==> src/design/legacy_driver_defines.vh <==
// constants for the legacy driver support block
// Notes on behaviour
// driver flags copied into status bits 24..31
// send current only when coarse five bits or resolution change
// resolution change matters only below four
// fullstep current at or above threshold velocity
// fullstep status high while enabled and active
// mixed decay from two-bit setting
// decay bits use setting and table values
// undivided clock on standby pin after reset
// pin setting 10 outputs divided clock
// host keeps chopper clock below 50 kHz
// load bits read as unsigned 0..7
// stall when load at or below limit
// stall above velocity limit forces velocity zero
// standby on stall zeroes currents, sends standby
// host sets drive-after-stall to release ramp
// stall bit may replace status bit 24
// format 1010 selects next family SPI mode
// host selects family with format 1000/1001
// masked driver flags ORed into event 30
// compares evaluated every clock cycle
`ifndef LEGACY_DRIVER_DEFINES_VH
`define LEGACY_DRIVER_DEFINES_VH
// ----------------------------------------------------------------
// register indices
// ----------------------------------------------------------------
`define REG_GENERAL_CONFIG   7'h00
`define REG_REFERENCE_CONFIG 7'h01
`define REG_DRIVER_LINK      7'h04
`define REG_STEP_CONFIG      7'h0A
`define REG_STATUS_WORD      7'h0F
`define REG_CHOP_DIV         7'h1F
`define REG_FULLSTEP_THRESHOLD_VELOCITY           7'h60
`define REG_STALL_VEL        7'h67
`define REG_COIL_OUT         7'h7B
// ----------------------------------------------------------------
// field positions
// ----------------------------------------------------------------
`define FULLSTEP_ENABLE_BIT  19
`define PIN_ASSIGN_HI        14
`define PIN_ASSIGN_LO        13
`define PIN_ASSIGN_DIVCLK    2'h2
`define STOP_ON_STALL_BIT    26
`define DRIVE_AFTER_BIT      27
`define FORMAT_HI            3
`define FORMAT_LO            0
`define FORMAT_FAMILY_A      4'h8
`define FORMAT_FAMILY_B      4'h9
`define FORMAT_NEXT_SPI      4'hA
`define COVER_LEN_HI         19
`define COVER_LEN_LO         13
`define STANDBY_ON_STALL_BIT 6
`define STALL_REPLACE_BIT    7
`define LOAD_LIMIT_HI        10
`define LOAD_LIMIT_LO        8
`define DECAY_HI             12
`define DECAY_LO             11
`define EVENT_MASK_HI        23
`define EVENT_MASK_LO        16
`define STATUS_FLAGS_LO      24
`define STATUS_FS_BIT        15
`define STATUS_STALL_BIT     11
`define DECAY_NEVER          2'h0
`define DECAY_FALLING        2'h1
`define DECAY_MOVING         2'h2
`define DECAY_ALWAYS         2'h3
`define RES_COARSE_LIMIT     4'h4
`define STANDBY_WORD         12'h000
`define FS_CURRENT_MAG       4'hB
`endif

==> src/design/chopper_clock_gen.v <==
// divided chopper clock for the standby/clock pin
`timescale 1ns/1ns
module chopper_clock_gen #(
	parameter DIV_W = 32
) (
	input  wire             clk_sys,
	input  wire             arst_n,
	input  wire [DIV_W-1:0] divider,
	output reg              divClk_r
);
	reg [DIV_W-1:0] count_r;
	wire [DIV_W-1:0] half;
	assign half = {1'b0, divider[DIV_W-1:1]};
	// toggle at half period; divider below 2 gives a stopped low clock
	always @(posedge clk_sys or negedge arst_n) begin
		if (!arst_n) begin
			count_r  <= {DIV_W{1'b0}};
			divClk_r <= 1'b0;
		end else if (divider < 2) begin
			count_r  <= {DIV_W{1'b0}};
			divClk_r <= 1'b0;
		end else if (count_r >= divider - 1'b1) begin
			count_r  <= {DIV_W{1'b0}};
			divClk_r <= 1'b0;
		end else begin
			count_r  <= count_r + 1'b1;
			if (count_r == half - 1'b1)
				divClk_r <= 1'b1;
		end
	end
endmodule

==> src/design/legacy_driver_spi_support.v <==
// support logic for the older SPI stepper driver family
`timescale 1ns/1ns
`include "legacy_driver_defines.vh"
module legacy_driver_spi_support #(
	parameter VEL_W = 32
) (
	input  wire             clk_sys,
	input  wire             arst_n,
	input  wire             regWrite,
	input  wire [6:0]       regAddr,
	input  wire [31:0]      regWdata,
	output reg  [31:0]      regRdata,
	input  wire [VEL_W-1:0] rampVelIn,
	input  wire [8:0]       tableA,
	input  wire [8:0]       tableB,
	input  wire [3:0]       stepResolution,
	input  wire             respValid,
	input  wire [7:0]       respFlags,
	input  wire [2:0]       respLoad,
	input  wire             standstill,
	input  wire             datagramReady,
	output wire [VEL_W-1:0] rampVelOut,
	output reg              datagramValid_r,
	output reg  [11:0]      datagramWord_r,
	output wire             standbyClk,
	output wire             driverEvent,
	output wire             velocityBlocked,
	output wire             nextFamilySpi
);
	// ----------------------------------------------------------------
	// configuration registers
	// ----------------------------------------------------------------
	reg  [31:0] generalCfg_r;
	reg  [31:0] referenceCfg_r;
	reg  [31:0] linkCfg_r;
	reg  [31:0] stepCfg_r;
	reg  [31:0] chopDiv_r;
	reg  [31:0] fsVel_r;
	reg  [31:0] stallVel_r;
	reg  [7:0]  flags_r;
	reg  [2:0]  load_r;
	reg  [4:0]  lastA_r;
	reg  [4:0]  lastB_r;
	reg  [3:0]  lastRes_r;
	reg         halted_r;
	reg         standbyPend_r;
	reg  [17:0] coilOut_r;
	wire        divClk;

	// register writes; only whole words, no byte lanes on this port
	always @(posedge clk_sys or negedge arst_n) begin
		if (!arst_n) begin
			generalCfg_r   <= 32'h0000_0000;
			referenceCfg_r <= 32'h0000_0000;
			linkCfg_r      <= 32'h0000_0000;
			stepCfg_r      <= 32'h0000_0000;
			chopDiv_r      <= 32'h0000_0000;
			fsVel_r        <= 32'h0000_0000;
			stallVel_r     <= 32'h0000_0000;
		end else if (regWrite) begin
			case (regAddr)
				`REG_GENERAL_CONFIG:   generalCfg_r   <= regWdata;
				`REG_REFERENCE_CONFIG: referenceCfg_r <= regWdata;
				`REG_DRIVER_LINK:      linkCfg_r      <= regWdata;
				`REG_STEP_CONFIG:      stepCfg_r      <= regWdata;
				`REG_CHOP_DIV:         chopDiv_r      <= regWdata;
				`REG_FULLSTEP_THRESHOLD_VELOCITY:           fsVel_r        <= regWdata;
				`REG_STALL_VEL:        stallVel_r     <= regWdata;
				default:               ;
			endcase
		end
	end

	// ----------------------------------------------------------------
	// decoded fields
	// ----------------------------------------------------------------
	wire [3:0] format    = linkCfg_r[`FORMAT_HI:`FORMAT_LO];
	wire       coverZero = (linkCfg_r[`COVER_LEN_HI:`COVER_LEN_LO] == 7'h00);
	wire       familySel = coverZero &&
		((format == `FORMAT_FAMILY_A) || (format == `FORMAT_FAMILY_B));
	assign nextFamilySpi = coverZero && (format == `FORMAT_NEXT_SPI);
	wire [1:0] decayMode = linkCfg_r[`DECAY_HI:`DECAY_LO];
	wire [2:0] loadLimit = linkCfg_r[`LOAD_LIMIT_HI:`LOAD_LIMIT_LO];

	// absolute value of a two's complement velocity
	function [VEL_W-1:0] absVel;
		input [VEL_W-1:0] v;
		begin
			absVel = v[VEL_W-1] ? (~v + 1'b1) : v;
		end
	endfunction

	// ----------------------------------------------------------------
	// response capture; the link side runs on clk_sys, so no synchroniser is needed
	// ----------------------------------------------------------------
	always @(posedge clk_sys or negedge arst_n) begin
		if (!arst_n) begin
			flags_r <= 8'h00;
			load_r  <= 3'h0;
		end else if (respValid) begin
			flags_r <= respFlags;
			load_r  <= respLoad;
		end
	end

	// ----------------------------------------------------------------
	// stall and fullstep compares, combinational every cycle
	// ----------------------------------------------------------------
	wire [VEL_W-1:0] velAbs = absVel(rampVelIn);
	wire stallBit  = (load_r <= loadLimit);
	wire stallFast = stallBit && (velAbs > stallVel_r[VEL_W-1:0]);
	wire stopArmed = referenceCfg_r[`STOP_ON_STALL_BIT] && !referenceCfg_r[`DRIVE_AFTER_BIT];
	wire fsActive  = generalCfg_r[`FULLSTEP_ENABLE_BIT] &&
		(velAbs >= fsVel_r[VEL_W-1:0]);

	// halt latches until the host sets drive-after-stall
	always @(posedge clk_sys or negedge arst_n) begin
		if (!arst_n)
			halted_r <= 1'b0;
		else if (referenceCfg_r[`DRIVE_AFTER_BIT])
			halted_r <= 1'b0;
		else if (stopArmed && stallFast)
			halted_r <= 1'b1;
	end
	wire stopNow = stopArmed && stallFast;
	// drive-after-stall frees the ramp at once, not one edge after halted_r clears
	assign velocityBlocked = (halted_r && !referenceCfg_r[`DRIVE_AFTER_BIT]) || stopNow;
	assign rampVelOut = velocityBlocked ? {VEL_W{1'b0}} : rampVelIn;

	// ----------------------------------------------------------------
	// status word and driver event
	// ----------------------------------------------------------------
	wire [7:0] statusFlags = {flags_r[7:1],
		linkCfg_r[`STALL_REPLACE_BIT] ? stallBit : flags_r[0]};
	wire [31:0] statusWord = {statusFlags, 8'h00, fsActive, 3'h0,
		stallFast, 11'h000};
	assign driverEvent = |(flags_r & stepCfg_r[`EVENT_MASK_HI:`EVENT_MASK_LO]);

	// ----------------------------------------------------------------
	// current datagram build
	// ----------------------------------------------------------------
	// decay bit for one coil from its table value and the mode
	function decayBit;
		input [1:0] mode;
		input [8:0] now;
		input [4:0] prev;
		input       still;
		begin
			case (mode)
				`DECAY_NEVER:   decayBit = 1'b0;
				`DECAY_FALLING: decayBit = (now[7:4] < prev[3:0]) && (now[7:4] != 4'h0);
				`DECAY_MOVING:  decayBit = !still;
				default:        decayBit = 1'b1;
			endcase
		end
	endfunction

	// coarse sign plus magnitude, fullstep forces the fixed magnitude
	wire [4:0] coarseA = fsActive ? {tableA[8], `FS_CURRENT_MAG} : tableA[8:4];
	wire [4:0] coarseB = fsActive ? {tableB[8], `FS_CURRENT_MAG} : tableB[8:4];
	wire resChange = (stepResolution != lastRes_r) &&
		(stepResolution < `RES_COARSE_LIMIT);
	wire coarseChange = (coarseA != lastA_r) || (coarseB != lastB_r);
	wire mdA = decayBit(decayMode, tableA, lastA_r, standstill);
	wire mdB = decayBit(decayMode, tableB, lastB_r, standstill);
	wire haltStandby = stopNow && !halted_r && linkCfg_r[`STANDBY_ON_STALL_BIT];

	// pending standby survives a busy link; it has priority over current data
	always @(posedge clk_sys or negedge arst_n) begin
		if (!arst_n) begin
			datagramValid_r <= 1'b0;
			datagramWord_r  <= 12'h000;
			lastA_r         <= 5'h00;
			lastB_r         <= 5'h00;
			lastRes_r       <= 4'h0;
			standbyPend_r   <= 1'b0;
			coilOut_r       <= 18'h00000;
		end else begin
			if (datagramValid_r && datagramReady)
				datagramValid_r <= 1'b0;
			if (haltStandby)
				standbyPend_r <= 1'b1;
			if (!datagramValid_r || datagramReady) begin
				if (familySel && (standbyPend_r || haltStandby)) begin
					datagramValid_r <= 1'b1;
					datagramWord_r  <= `STANDBY_WORD;
					coilOut_r       <= 18'h00000;
					lastA_r         <= 5'h00;
					lastB_r         <= 5'h00;
					standbyPend_r   <= 1'b0;
				end else if (familySel && !velocityBlocked && (coarseChange || resChange)) begin
					datagramValid_r <= 1'b1;
					datagramWord_r  <= {mdA, coarseA, mdB, coarseB};
					coilOut_r       <= {tableB, tableA};
					lastA_r         <= coarseA;
					lastB_r         <= coarseB;
					lastRes_r       <= stepResolution;
				end
			end
		end
	end

	// ----------------------------------------------------------------
	// standby/clock pin
	// ----------------------------------------------------------------
	chopper_clock_gen #(
		.DIV_W (32)
	) u_chop (
		.clk_sys  (clk_sys),
		.arst_n   (arst_n),
		.divider  (chopDiv_r),
		.divClk_r (divClk)
	);
	// after reset the pin carries the raw system clock
	assign standbyClk = (generalCfg_r[`PIN_ASSIGN_HI:`PIN_ASSIGN_LO] == `PIN_ASSIGN_DIVCLK)
		? divClk : clk_sys;

	// ----------------------------------------------------------------
	// register read
	// ----------------------------------------------------------------
	always @* begin
		case (regAddr)
			`REG_GENERAL_CONFIG:   regRdata = generalCfg_r;
			`REG_REFERENCE_CONFIG: regRdata = referenceCfg_r;
			`REG_DRIVER_LINK:      regRdata = linkCfg_r;
			`REG_STEP_CONFIG:      regRdata = stepCfg_r;
			`REG_STATUS_WORD:      regRdata = statusWord;
			`REG_CHOP_DIV:         regRdata = chopDiv_r;
			`REG_FULLSTEP_THRESHOLD_VELOCITY:           regRdata = fsVel_r;
			`REG_STALL_VEL:        regRdata = stallVel_r;
			`REG_COIL_OUT:         regRdata = {7'h00, coilOut_r[17:9], 7'h00, coilOut_r[8:0]};
			default:               regRdata = 32'h0000_0000;
		endcase
	end
endmodule

==> config.mk <==
export PLATFORM = sky130hd
export DESIGN_NAME = legacy_driver_spi_support
export DESIGN_NICKNAME = d
export VERILOG_FILES = /design/src/design/chopper_clock_gen.v /design/src/design/legacy_driver_spi_support.v
export VERILOG_INCLUDE_DIRS = /design/src /design/src/design
export SDC_FILE = /design/constraint.sdc
export NUM_CORES = 1
export LEC_CHECK = 0
export ABC_AREA = 1
export BUFFER_PORTS_ARGS = -buffer_cell sky130_fd_sc_hd__buf_2
export CORE_AREA = 2 2 224 226
export CTS_BUF_LIST = sky130_fd_sc_hd__clkbuf_8
export CTS_CLUSTER_SIZE = 24
export DETAILED_ROUTE_END_ITERATION = 7
export DIE_AREA = 0 0 226 228
export PLACE_DENSITY_LB_ADDON = 0.15
export SYNTH_ARGS = -nofsm -noshare
export SYNTH_HDL_FRONTEND = slang
export SYNTH_SLANG_ARGS = --single-unit
==> constraint.sdc <==
create_clock -name clk_sys -period 4 [get_ports clk_sys]
set_input_delay 0.2 -clock clk_sys [delete_from_list [all_inputs] [get_ports clk_sys]]
set_output_delay 0.2 -clock clk_sys [all_outputs]
set_load 0.02 [all_outputs]
---- Yosys cells after proc, flatten, opt, wreduce, memory -nomap -nowiden ----
Cells that the tools add are included.
Widths: inputs -> output; s select.
storage, ports and cells
  register bits ........................... 315
  input bits .............................. 110
  output and inout port bits .............. 81
  logic and storage cells ................. 128
operators by class
  $add $sub $neg .......................... 4
  order comparisons ....................... 8
  equality and inequality tests ........... 18
  multiplexer cells ....................... 31
  bitwise gates (word level) .............. 3
  reductions and logical operators ........ 45
operators by type and width
  cell                   number
  $pmux 32 s9            1
  $mux 32                4
  $add 32x1->32 const B  2
  $ge 32x32->1           2
  $mux 18                2
  $eq 32x32->1           1
  $gt 32x32->1           1
  $lt 32x2->1 const B    1
  $not 32->32            1
  $sub 31x1->32 const B  1
  $sub 32x1->32 const B  1
  $mux 12                2
  $eq 7x7->1 const B     3
  $mux 5                 4
  $logic_and 1x1->1      16
  $reduce_and 2->1       8
  $eq 7x4->1 const B     2
  $logic_not 7->1        2
  $mux 1                 14
  $eq 4x4->1 const B     3
  $ne 5x5->1             2
  $and 8x8->8            1
  $lt 4x4->1             2
  $mux 4                 2
  18 further kinds       31

---- Longest topological paths before layout ----
  depth after elaboration ................. 13
  gate-level depth with buffers ........... 35

---- By module ----
Synthesis repeated with hierarchy kept, for this count alone.
second synthesis, totals
  cells, all modules ...................... 2,483
  area total of the unflattened synthesis .. 18,869.3 um2
modules (own cells, without submodules)
  module                     times used  cells each  area each (um2)
  legacy_driver_spi_support  1           1,806       14,525.2
  chopper_clock_gen          1           677         4,344.2

==> metrics.csv <==
metric,value,unit
vias_per_cell,5.16,
rr_worst_depth,20,
grtUsageTotal,27.4,%
grt_max_degree,95,
violations,setup timing,
worstMarginPinSlew,1.22,ns
yosysSeqAreaShare,41.2,%
crit_path_max_incr_delay,0.33,ns
cp-end-kind,output pin,
drc,0,
drive_gt1_share,21.3,%
dp_hpwl,50100,um
drv_slew,0,
grt_first_pass_wirelength,107000,um
status,"finished, violations left",
cp.required,3.80,ns
grt.overflow.total,0,
yosysWarnings,0,
synth_edf_count,0,
routed_wl,70700,um
ys_ff_latch,303,
min_period_over_period,114,%
setup_ws,-0.541,ns
synthTopCellsByArea,"dfrtp_1 (41%), nand2_1 (13%), ha_1 (7.5%), o21ai_0 (7.3%), xor2_1 (5.8%)",
fillers,4781,
rrSetupSlack,0.46,ns
initial_core_util,37.3,%
dp_cells,3253,
synth_top_family_by_area,simple AND/OR/NAND/NOR gates,
antenna_found_initial,1,
setup_viol,68,
layout.cells.non_filler,3509,
synth_area_per_cell,7.75,um2
setup_tns,-23.96,ns
yosysTopAreaCellShare,41.2,%
cap_violations,0,
clk_latency,0.78,ns
ys.flop_type,dfrtp_1,
num_io_pins,191,
yosysMostFrequentCell,nand2_1,
grt_setup_unrepaired,yes,
synth-xor-area-share,6.76,%
crit_type,in2out,
hold_path.class,in2async,
synth_fa_ha_area_share,7.48,%
die_area,0.0515,mm2
leakagePower,11.9,nW
critical_path.max_fanout,8,
grt_pass1_vias,17915,
fmax,220,MHz
fin_nets,3012,
io_buffers,190,
mappedNetlistArea,0.0184,mm2
rows,82,
coreArea,0.0493,mm2
yosys-top-cells-count,"nand2_1 (622), dfrtp_1 (303), inv_1 (282)",
yosysUniqueCellTypes,52,
wl_per_cell,20.2,um
yosysTopAreaCell,dfrtp_1,
drtIter0Drc,1363,
async_reset_ff_share,100,%
synthCells,2377,
place.gp.congestion,0.944,
synth_fp_nets,2597,
die_h,228,um
cts_tree,built,
worstPathArrival,4.34,ns
dieWidth,226,um
startpoint_type,input pin,
peakVddDrop,0.000286,V
muxShareOfSynthArea,0.183,%
area_growth_syn_to_layout,32.8,%
hold_viol,0,
ant_nets,0,
path_clk_slew,0.06,ns
cpMaxStageDelayCell,ha_1,
drtPass1Iterations,6,
synth_compound_area_share,14.0,%
maxSlewHeadroom,18.8,%
min_period,4.54,ns
p_per_area,432,mW/mm2
skew,0.0554,ns
synth-simple-area-share,22.5,%
vias,18101,
worst max-delay path, delay by kind of cell:
family	cells	cell delay (ns)
simple gates	16	2.41
compound gates	3	0.25
fa+ha+maj	1	0.33
xor+xnor	1	0.23
buf+inv	7	0.92
placed cells by master, fill, tap and decap left out, types with 67 or more instances in the layout:
cell	instances
a21oi_1	67
buf_2	152
buf_4	148
clkbuf_8	81
dfrtp_1	302
dlygate4sd3_1	88
ha_1	105
inv_1	292
nand2_1	582
nor2_1	165
o21ai_0	265
xor2_1	117
cell type report:
cell class / instances / area (um2) / share of cell area [%]
clock inverters: 24 / 200 / 0.819
diodes: 1 / 2.50 / 0.0102
flip-flops and latches: 303 / 7580 / 31.0
repair buffers: 443 / 3520 / 14.4
multi-input cells: 1700 / 10100 / 41.3
inverters: 284 / 1080 / 4.40
well taps: 672 / 841 / 3.44
clock buffers: 82 / 1120 / 4.58
per-stage QoR:
| stage | worst slack (ns) | hold slack, ns | power (W) | util, % | cell area [um2] |
|---|---|---|---|---|---|
| 2_1_floorplan | 0.119 | -0.0956 | 0.00541 | - | 18400 |
| 3_3_place_gp | -0.761 | 0.258 | 0.00638 | 42.0 | 20700 |
| 3_5_place_dp | -0.823 | 0.259 | 0.00644 | 42.0 | 20700 |
| 4_1_cts | -0.660 | 0.0164 | 0.0105 | 48.5 | 23900 |
| 5_1_grt | -0.736 | 0.0425 | 0.0112 | 49.5 | 24400 |
| 6_report | -0.541 | 0.0232 | 0.0106 | 49.5 | 24400 |
final timing paths:
| kind | from | endpoint |
|---|---|---|
| min in group clk_sys | tableA[3] | coilOut_r[3] |
| setup reg to reg | chopDiv_r[2] | u_chop.count_r[16] |
| hold / removal | arst_n | u_chop.count_r[2] |
| max in group asynchronous | arst_n | datagramWord_r[7] |
| hold reg to reg | generalCfg_r[12] | generalCfg_r[12] |
| setup / recovery | rampVelIn[3] | rampVelOut[23] |
power breakdown:
part           switching [W]  internal [W]  leakage, nW  total [W]
logic                0.00196       0.00136         7.04    0.00332
clock network        0.00150       0.00201        0.741    0.00350
registers           0.000324       0.00341         4.09    0.00373
total                0.00378       0.00678         11.9     0.0106
per-layer routing:
layer | part of all wire [%] | wire length [um] | up-vias | global-route usage (%)
li1 | - | - | 8622 | -
met1 | 45 | 31800 | 8782 | 37.8
met2 | 46 | 32200 | 560 | 43.2
met3 | 5.6 | 3930 | 135 | 4.15
met4 | 3.9 | 2780 | 2 | 10.6
met5 | 0.016 | 11 | - | 0
cells by family after synthesis:
| kind of cell | after synthesis |
|---|---|
| AO/OA/AOI/OAI | 449 |
| XOR/XNOR | 142 |
| adder cells (fa/ha/maj) | 110 |
| buffers and inverters | 377 |
| flip-flops | 303 |
| multiplexers | 3 |
| AND/OR/NAND/NOR | 993 |
flip-flops by register name, indices dropped and copies added (netlist names):
| signal | flops |
|---|---|
| stallVel_r | 32 |
| u_chop.divClk_r | 1 |
| halted_r | 1 |
| fsVel_r | 32 |
| lastRes_r | 4 |
| linkCfg_r | 32 |
| stepCfg_r | 32 |
| datagramWord_r | 12 |
| load_r | 3 |
| flags_r | 8 |
| chopDiv_r | 32 |
| referenceCfg_r | 32 |
| standbyPend_r | 1 |
| u_chop.count_r | 32 |
| datagramValid_r | 1 |
| coilOut_r | 16 |
| generalCfg_r | 32 |
repair_timing:
item                       4_1_cts  5_1_grt
hold endpoints to repair       404        0
buffers inserted                45       14
gates resized for setup        165       91
hold buffers                    88        0
gates cloned                     4        4
setup endpoints to repair       51      100
pin swaps                       27       52
(Power assumes the default switching activity.)
